==> config.mk <==
export PLATFORM = sky130hd
export DESIGN_NAME = mbox_unit
export DESIGN_NICKNAME = d
export VERILOG_FILES = /design/src/inc/mbox_pkg.sv /design/src/hdl/mbox_unit.sv
export SDC_FILE = /design/constraint.sdc
export NUM_CORES = 1
export LEC_CHECK = 0
export BUFFER_PORTS_ARGS = -buffer_cell sky130_fd_sc_hd__buf_2
export CAP_MARGIN = 40
export CORE_UTILIZATION = 30
export DETAILED_ROUTE_END_ITERATION = 10
export PLACE_DENSITY = 0.46
export SLEW_MARGIN = 20
export SYNTH_ARGS = -nofsm -noshare
export SYNTH_HDL_FRONTEND = slang
export SYNTH_SLANG_ARGS = --single-unit
==> constraint.sdc <==
create_clock -name clk -period 4.6 [get_ports clk]
set_input_delay 0.92 -clock clk [delete_from_list [all_inputs] [get_ports clk]]
set_output_delay 0.92 -clock clk [all_outputs]
set_load 0.01 [all_outputs]
==> src/inc/mbox_pkg.sv <==
// Package: address map, field layout and types of the mailbox unit
//------------------------------------------------------------------
//------------------------------------------------------------------
`default_nettype none

package mbox_pkg;

  //------------------------------------------------------------------
  // Address map, region in paddr[6:4], box or misc in paddr[3:2]
  //------------------------------------------------------------------
  localparam logic [2:0] R_PCI_OUT  = 3'h0;
  localparam logic [2:0] R_PCI_IN   = 3'h1;
  localparam logic [2:0] R_PCI_MISC = 3'h2;
  localparam logic [2:0] R_LOC_OUT  = 3'h4;
  localparam logic [2:0] R_LOC_IN   = 3'h5;
  localparam logic [2:0] R_LOC_MISC = 3'h6;
  localparam logic [1:0] M_FLAGS    = 2'h0;
  localparam logic [1:0] M_CTL      = 2'h1;
  localparam logic [1:0] M_IRQ      = 2'h2;

  //------------------------------------------------------------------
  // Field layout
  //------------------------------------------------------------------
  localparam int unsigned FLAG_RST_BIT = 27;
  localparam int unsigned SEL_LO       = 0;
  localparam int unsigned SEL_HI       = 8;
  localparam int unsigned IND_LO       = 16;
  localparam int unsigned IND_HI       = 17;
  localparam logic [3:0]  EXT_IDX      = 4'hF;
  localparam logic [15:0] EXT_FLAG     = 16'h8000;
  localparam logic [15:0] LANES_ALL    = 16'h000F;
  localparam logic [31:0] ZERO_WORD    = 32'h0000_0000;

  typedef struct packed {
    logic       en;
    logic [1:0] box;
    logic [1:0] lane;
  } irq_sel_s;

  localparam irq_sel_s SEL_RST = 5'h00;

endpackage

`default_nettype wire

==> src/hdl/mbox_unit.sv <==
// Bidirectional mailbox unit with APB register access
`timescale 1ns/1ps
`default_nettype none

module mbox_unit (
  // Clock and reset
  input  wire logic        clk,
  input  wire logic        rst_n,
  // APB slave
  input  wire logic        psel,
  input  wire logic        penable,
  input  wire logic        pwrite,
  input  wire logic [31:0] paddr,
  input  wire logic [31:0] pwdata,
  input  wire logic [3:0]  pstrb,
  output logic             pready,
  output logic [31:0]      prdata,
  output logic             pslverr,
  // External mailbox pins and boot strap
  input  wire logic [7:0]  ext_box_data_in,
  input  wire logic        ext_box_load_strobe,
  input  wire logic        byte_wide_boot,
  // Interrupts
  output logic             inta_n,
  output logic             local_irq_n
);

  //------------------------------------------------------------------
  // Helpers
  //------------------------------------------------------------------
  function automatic logic sel_hit(mbox_pkg::irq_sel_s s,
                                   logic [15:0] v);
    sel_hit = s.en & v[{s.box, s.lane}];
  endfunction

  function automatic logic [31:0] irq_img(mbox_pkg::irq_sel_s lo,
                                          mbox_pkg::irq_sel_s hi,
                                          logic il, logic ih);
    irq_img = mbox_pkg::ZERO_WORD;
    irq_img[mbox_pkg::SEL_LO +: 5] = lo;
    irq_img[mbox_pkg::SEL_HI +: 5] = hi;
    irq_img[mbox_pkg::IND_LO] = il;
    irq_img[mbox_pkg::IND_HI] = ih;
  endfunction

  //------------------------------------------------------------------
  // Declarations
  //------------------------------------------------------------------
  logic [7:0]          p2a [16];
  logic [7:0]          a2p [16];
  logic [127:0]        p2a_v, a2p_v;
  logic [15:0]         p2a_full, a2p_full;
  logic [15:0]         p2a_we, a2p_we;
  logic [15:0]         p2a_rd, a2p_rd;
  logic [15:0]         a2p_set, ext_set;
  mbox_pkg::irq_sel_s  pci_out_sel, pci_in_sel, loc_in_sel, loc_out_sel;
  logic                pci_out_pend, pci_in_pend, loc_in_pend, loc_out_pend;
  logic                access, done, wr_done, rd_done, mapped;
  logic [2:0]          region;
  logic [1:0]          box;
  logic [31:0]         next_rdata;
  logic                pci_irq_wr, loc_irq_wr, flag_rst;
  logic                pci_out_clr, pci_in_clr, loc_in_clr, loc_out_clr;
  logic                pci_out_ev, pci_in_ev, loc_in_ev, loc_out_ev;
  logic                stb_s1, stb_s2, stb_s3, ext_rise;
  logic [7:0]          dat_s1, dat_s2;
  logic                wide_s1, wide_s2;

  //------------------------------------------------------------------
  // APB decode
  //------------------------------------------------------------------
  // Every transfer is a single data phase; no burst exists on APB
  assign access  = psel & penable & ~pready;
  assign done    = psel & penable & pready;
  assign wr_done = done & pwrite;
  assign rd_done = done & ~pwrite;
  assign region  = paddr[6:4];
  assign box     = paddr[3:2];

  // Misc regions hold three registers; every other gap is unmapped
  assign mapped = paddr[31:7] == 25'h0000000 && paddr[1:0] == 2'h0
                  && (region inside {mbox_pkg::R_PCI_OUT, mbox_pkg::R_PCI_IN,
                                     mbox_pkg::R_LOC_OUT, mbox_pkg::R_LOC_IN}
                      || (region inside {mbox_pkg::R_PCI_MISC,
                                         mbox_pkg::R_LOC_MISC}
                          && box != 2'h3));

  // Byte strobes pick bytes and flags
  always_comb
  begin
    p2a_we = '0;
    a2p_we = '0;
    p2a_rd = '0;
    a2p_rd = '0;
    if (wr_done && mapped && region == mbox_pkg::R_PCI_OUT)
      p2a_we = 16'(pstrb) << {box, 2'h0};
    if (wr_done && mapped && region == mbox_pkg::R_LOC_OUT)
      a2p_we = 16'(pstrb) << {box, 2'h0};
    // Reads carry no strobes, so a read empties the whole word
    if (rd_done && mapped && region == mbox_pkg::R_PCI_IN)
      a2p_rd = mbox_pkg::LANES_ALL << {box, 2'h0};
    if (rd_done && mapped && region == mbox_pkg::R_LOC_IN)
      p2a_rd = mbox_pkg::LANES_ALL << {box, 2'h0};
  end

  // Unmapped aliases must not reach the control bits
  assign pci_irq_wr = wr_done && region == mbox_pkg::R_PCI_MISC
                      && box == mbox_pkg::M_IRQ && mapped;
  assign loc_irq_wr = wr_done && region == mbox_pkg::R_LOC_MISC
                      && box == mbox_pkg::M_IRQ && mapped;
  // Either side may reset all flags; zero does nothing
  assign flag_rst = wr_done && mapped && box == mbox_pkg::M_CTL && pstrb[3]
                    && pwdata[mbox_pkg::FLAG_RST_BIT]
                    && (region == mbox_pkg::R_PCI_MISC
                        || region == mbox_pkg::R_LOC_MISC);
  assign pci_out_clr = pci_irq_wr && pstrb[2] && pwdata[mbox_pkg::IND_LO];
  assign pci_in_clr  = pci_irq_wr && pstrb[2] && pwdata[mbox_pkg::IND_HI];
  assign loc_in_clr  = loc_irq_wr && pstrb[2] && pwdata[mbox_pkg::IND_LO];
  assign loc_out_clr = loc_irq_wr && pstrb[2] && pwdata[mbox_pkg::IND_HI];

  //------------------------------------------------------------------
  // External load path
  //------------------------------------------------------------------
  always_ff @(posedge clk)
  begin
    if (!rst_n)
    begin
      {stb_s3, stb_s2, stb_s1} <= 3'h7;
      {dat_s2, dat_s1}         <= 16'h0000;
      {wide_s2, wide_s1}       <= 2'h0;
    end
    else
    begin
      {stb_s3, stb_s2, stb_s1} <= {stb_s2, stb_s1, ext_box_load_strobe};
      {dat_s2, dat_s1}         <= {dat_s1, ext_box_data_in};
      {wide_s2, wide_s1}       <= {wide_s1, byte_wide_boot};
    end
  end

  // Idle-high strobe, low-then-high pulse is a request
  assign ext_rise = stb_s2 & ~stb_s3;
  // Pins feed box 4 byte 3 only without byte-wide boot
  // Ignored until the pci irq is cleared and released
  assign ext_set = (ext_rise && !wide_s2 && !pci_in_pend && inta_n)
                   ? mbox_pkg::EXT_FLAG : '0;
  assign a2p_set = a2p_we | ext_set;

  //------------------------------------------------------------------
  // Mailbox storage
  //------------------------------------------------------------------
  for (genvar g = 0; g < 16; g++)
  begin : g_byte
    // Full bytes are simply overwritten
    always_ff @(posedge clk)
    begin
      if (!rst_n)
      begin
        p2a[g] <= 8'h00;
        a2p[g] <= 8'h00;
      end
      else
      begin
        if (p2a_we[g])
          p2a[g] <= pwdata[8*(g%4) +: 8];
        if (a2p_we[g])
          a2p[g] <= pwdata[8*(g%4) +: 8];
        else if (ext_set[g])
          a2p[g] <= dat_s2;
      end
    end
    assign p2a_v[8*g +: 8] = p2a[g];
    assign a2p_v[8*g +: 8] = a2p[g];
  end

  //------------------------------------------------------------------
  // Flags
  //------------------------------------------------------------------
  // Set wins over any clear in the same cycle
  always_ff @(posedge clk)
  begin
    if (!rst_n)
    begin
      p2a_full <= '0;
      a2p_full <= '0;
    end
    else
    begin
      p2a_full <= (flag_rst ? '0 : (p2a_full & ~p2a_rd)) | p2a_we;
      a2p_full <= (flag_rst ? '0 : (a2p_full & ~a2p_rd)) | a2p_set;
    end
  end

  //------------------------------------------------------------------
  // Interrupt configuration and pending bits
  //------------------------------------------------------------------
  // Each side keeps its own selectors
  always_ff @(posedge clk)
  begin
    if (!rst_n)
    begin
      pci_out_sel <= mbox_pkg::SEL_RST;
      pci_in_sel  <= mbox_pkg::SEL_RST;
      loc_in_sel  <= mbox_pkg::SEL_RST;
      loc_out_sel <= mbox_pkg::SEL_RST;
    end
    else
    begin
      if (pci_irq_wr && pstrb[0])
        pci_out_sel <= pwdata[mbox_pkg::SEL_LO +: 5];
      if (pci_irq_wr && pstrb[1])
        pci_in_sel <= pwdata[mbox_pkg::SEL_HI +: 5];
      if (loc_irq_wr && pstrb[0])
        loc_in_sel <= pwdata[mbox_pkg::SEL_LO +: 5];
      if (loc_irq_wr && pstrb[1])
        loc_out_sel <= pwdata[mbox_pkg::SEL_HI +: 5];
    end
  end

  // Full on write, empty only when a full byte is read
  assign pci_in_ev  = sel_hit(pci_in_sel, a2p_set);
  assign pci_out_ev = sel_hit(pci_out_sel, p2a_rd & p2a_full);
  assign loc_in_ev  = sel_hit(loc_in_sel, p2a_we);
  assign loc_out_ev = sel_hit(loc_out_sel, a2p_rd & a2p_full);

  // Pending until software writes one; event wins
  always_ff @(posedge clk)
  begin
    if (!rst_n)
    begin
      pci_out_pend <= 1'b0;
      pci_in_pend  <= 1'b0;
      loc_in_pend  <= 1'b0;
      loc_out_pend <= 1'b0;
    end
    else
    begin
      pci_out_pend <= pci_out_ev | (pci_out_pend & ~pci_out_clr);
      pci_in_pend  <= pci_in_ev | (pci_in_pend & ~pci_in_clr);
      loc_in_pend  <= loc_in_ev | (loc_in_pend & ~loc_in_clr);
      loc_out_pend <= loc_out_ev | (loc_out_pend & ~loc_out_clr);
    end
  end

  // One edge after the pending bit, both ways
  always_ff @(posedge clk)
  begin
    if (!rst_n)
      inta_n <= 1'b1;
    else
      inta_n <= ~(pci_in_pend | pci_out_pend);
  end

  // Set lags by one clock, clear acts at the clearing edge
  always_ff @(posedge clk)
  begin
    if (!rst_n)
      local_irq_n <= 1'b1;
    else
      local_irq_n <= ~((loc_in_pend & ~loc_in_clr)
                       | (loc_out_pend & ~loc_out_clr));
  end

  //------------------------------------------------------------------
  // Read data and APB answer
  //------------------------------------------------------------------
  always_comb
  begin
    next_rdata = mbox_pkg::ZERO_WORD;
    case (region)
      mbox_pkg::R_PCI_OUT: next_rdata = p2a_v[{box, 5'h00} +: 32];
      mbox_pkg::R_PCI_IN:
      begin
        next_rdata = a2p_v[{box, 5'h00} +: 32];
        if (wide_s2 && {box, 2'h3} == mbox_pkg::EXT_IDX)
          next_rdata[31:24] = 8'h00;
      end
      mbox_pkg::R_LOC_OUT: next_rdata = a2p_v[{box, 5'h00} +: 32];
      mbox_pkg::R_LOC_IN:  next_rdata = p2a_v[{box, 5'h00} +: 32];
      mbox_pkg::R_PCI_MISC,
      mbox_pkg::R_LOC_MISC:
      begin
        // Same layout both sides; reset bit reads zero
        if (box == mbox_pkg::M_FLAGS)
          next_rdata = {a2p_full, p2a_full};
        else if (box == mbox_pkg::M_IRQ && region == mbox_pkg::R_PCI_MISC)
          next_rdata = irq_img(pci_out_sel, pci_in_sel,
                               pci_out_pend, pci_in_pend);
        else if (box == mbox_pkg::M_IRQ)
          next_rdata = irq_img(loc_in_sel, loc_out_sel,
                               loc_in_pend, loc_out_pend);
      end
      default: next_rdata = mbox_pkg::ZERO_WORD;
    endcase
  end

  // Slave only: answers a fixed two-cycle access
  always_ff @(posedge clk)
  begin
    if (!rst_n)
    begin
      pready  <= 1'b0;
      prdata  <= mbox_pkg::ZERO_WORD;
      pslverr <= 1'b0;
    end
    else
    begin
      pready  <= access;
      pslverr <= access & ~mapped;
      if (access && !pwrite)
        prdata <= mapped ? next_rdata : mbox_pkg::ZERO_WORD;
    end
  end
endmodule

`default_nettype wire

==> key figures <==
Worst setup path
  – Worst endpoint data arrival time: 3.64 ns
  – Worst endpoint required time: 5.02 ns
  – Startpoint types: input port
  – Critical path's slowest cell: or4_4
  – CP max FO: 22
  – Largest stage delay, worst path: 0.72 ns
  – CP endpoint kind: flip-flop
  – Critical Path, Cell by Cell: buf_2, nor4_1, nand3_1, buf_4, or4_4, buf_12, nor3_2, and2_1
  – Critical path class: in2reg

Floorplan
  – Die area: 57920 um^2
  – Std-Cell Rows: 87
  – Die Y: 240.7 um
  – Initial core utilization: 0.3031
  – Placeable Area: 56390 um^2
  – Die Wd: 240.7 um
  – IO Count: 119

Placement
  – GPL Wtd Cong: 0.8220
  – Port Buffer Count: 118
  – HPWL Detailed: 35390 um
  – Placement Setup Slack: 0.7813 ns
  – Placed Cells: 2145

Finish
  – FF+latch area: 9950 um^2
  – Share of post-route cells with drive strength above 1: 0.2415
  – Multi-input gate area: 6829 um^2
  – Antenna Cells: 0
  – Most frequent cells in the layout: and2_1 (269), edfxtp_1 (256), buf_2 (117), dfxtp_1 (113), nand2_1 (104)
  – Fill cell count: 5600
  – Final std cells w/o fill: 2226
  – Synthesis-to-finish area growth: 18.09%
  – Commonest non-fill, non-tap cell in the layout: and2_1
  – Final net count: 1519

Timing
  – RSZ-0062 raised after global routing: no
  – Setup TNS: 0 ns
  – Final period utilization: 0.6995
  – Fmax: 0.3108 GHz
  – Slew margin rel.: 0.4566
  – Final WS setup: 1.382 ns
  – Slew Viols, Final: 0
  – Final setup fails: 0
  – Final Hold Vio Count: 0
  – Worst-margin pin slew: 0.8107 ns
  – Clock skew: 0.03405 ns
  – Min Tclk post-route: 3.218 ns

Global route
  – Number of global-route vias before repair: 11490
  – Global route overflow: 0
  – Largest net degree at the start of global routing: 85
  – Initial antenna violation count: 6
  – First-pass GRT wire length: 77490 um
  – Gr usage total: 0.1850

Yosys
  – Synth unique cells: 57
  – Top post-synthesis cells by area: edfxtp_1 (45%), dfxtp_1 (13%), and2_1 (9.8%), mux4_2 (9.8%), nor3_4 (2.4%)
  – Synth warn: 0
  – Synth top area share: 0.4498
  – Ys async rst share: 0
  – Post-synth top flop: edfxtp_1
  – Synth Cell Area: 17090 um^2
  – Syn nets: 1373
  – Mean Syn Cell Area: 13.25 um^2
  – Leading area contributor after synthesis: edfxtp_1
  – Cell count after synthesis: 1290
  – Sequential area share after synthesis: 0.5822
  – Post-synth EDFFs: 256
  – Synthesized flop and latch total: 369

Routing
  – TritonRoute pass-1 iters: 5
  – Avg WL per Cell: 23.40 um
  – Via count: 11110
  – Vias per Instance: 4.991
  – Antenna Nets Post-Route: 0
  – Detailed-route DRC error count: 0
  – Initial drt markers: 715
  – Routed WL: 52090 um

Clock tree
  – Clk buf depth: 3
  – CTS tree: yes
  – TritonCTS Buffers: 43
  – Worst-path clk slew: 0.06 ns
  – CTS Hold Bufs: 0
  – Root Buffer: clkbuf_16
  – Clk Latency, worst-skew pair: 0.58 ns
  – H-Tree Depth: 2
  – TritonCTS Sinks: 369
  – Post-CTS Setup Inserts: 0
  – Post-CTS sizing: 0

Pwr
  – P per Cell Area: 370.7 nW/um^2
  – Peak supply drop: 212.8 uV
  – Lkg Pwr: 0.007686 uW

Hold path
  – Min-Delay Path Class: reg2reg

Outcome
  – Status: complete, no violations

Job
  – # Max-Cap Violations: 0
==> final cells by class <==
| type | instances | share of cell area |
|---|---|---|
| clock buffers | 66 | 0.06014 |
| clock inverters | 13 | 0.006262 |
| repair buffers | 174 | 0.05332 |
| flip-flops and latches | 369 | 0.4930 |
| well taps | 756 | 0.04687 |
| multi-input cells | 837 | 0.3384 |
| inverters | 11 | 0.002046 |
==> metal layers <==
metal / wire, um / track usage / vias to the layer above
met2: 25690 / 0.3113 / 288
met3: 2401 / 0.03397 / 95
met1: 22050 / 0.2347 / 5580
li1: - / - / 5134
met4: 1880 / 0.07277 / 12
met5: 69 / 0 / -
==> report_power, final <==
| group | internal (uW) | total (uW) | switching [uW] |
|---|---|---|---|
| Sequential | 3630 | 3660 | 25.1 |
| Clock | 1930 | 3300 | 1370 |
| Combinational | 186 | 520 | 334 |
==> kinds of logic after synthesis <==
| family | after synthesis | share of synthesized area |
|---|---|---|
| compound gates | 211 | 0.08339 |
| xor+xnor | 5 | 0.002562 |
| flops | 369 | 0.5822 |
| mux | 96 | 0.1104 |
| simple gates | 525 | 0.2005 |
| buf+inv | 84 | 0.02101 |
==> path summary, 6_finish.rpt <==
path,start,endpoint,slack (ns),cells past startpoint
worst min-delay path,stb_s1$_SDFF_PN1_,stb_s2$_SDFF_PN1_,0.41,1
worst min register to register,stb_s1$_SDFF_PN1_,stb_s2$_SDFF_PN1_,0.41,1
worst max register to register,pready$_SDFF_PN0_,p2a[1][28]$_SDFFCE_PN0P_,1.80,5
worst max-delay path,paddr[24],p2a[1][28]$_SDFFCE_PN0P_,1.38,8
==> synth_stat cells, types with 2 or more instances <==
cell       count
nor2b_1       39
a21o_1        31
nor3_2         3
nor2_1         7
or3_1          3
mux4_2        74
nand2_1      104
or4_1          3
nor4bb_1       2
o311ai_1       2
dfxtp_1      113
nand2b_1       7
nand3_1       21
o21ai_1       12
o31ai_1       11
nor3_1         4
a31oi_1       20
a21boi_1       8
inv_1         10
buf_1         10
xor2_1         4
o21ai_0       45
nand4b_1       2
nor4_1         6
clkbuf_1      48
nor4b_1        2
buf_6          4
nand4_1        6
a2bb2oi_1     12
nor3_4        25
and3_1         3
a22oi_1       14
and2_1       269
mux2i_1       22
a22o_1        11
buf_2         11
edfxtp_1     256
nor4_4         8
a21oi_1       29
nor4_2         5
a32oi_1        8
==> metrics by stage <==
step	power (uW)	utilization	hold slack (ns)	cell area, um^2
global route	7748	0.3579	0.4251	20180
global placement	4253	0.3327	0.3999	18760
detailed placement	4262	0.3340	0.3978	18830
CTS	7590	0.3577	0.4115	20170
finish	7481	0.3579	0.4092	20180
floorplan	4002	-	0.3863	17090
==> state kept, by name, summed over array words and instances, names as in the netlist, 5 cells and up <==
register / flops
dat_s1: 8
p2a: 128
pci_in_sel: 5
loc_out_sel: 5
loc_in_sel: 5
dat_s2: 8
prdata: 32
a2p: 128
p2a_full: 16
pci_out_sel: 5
a2p_full: 16
==> worst max-delay path: cells and delay by family <==
| family | cells | cell delay (ns) |
|---|---|---|
| and+or+nand+nor | 5 | 2.09 |
| buffers and inverters | 3 | 0.59 |
(Power assumes the default switching activity.)
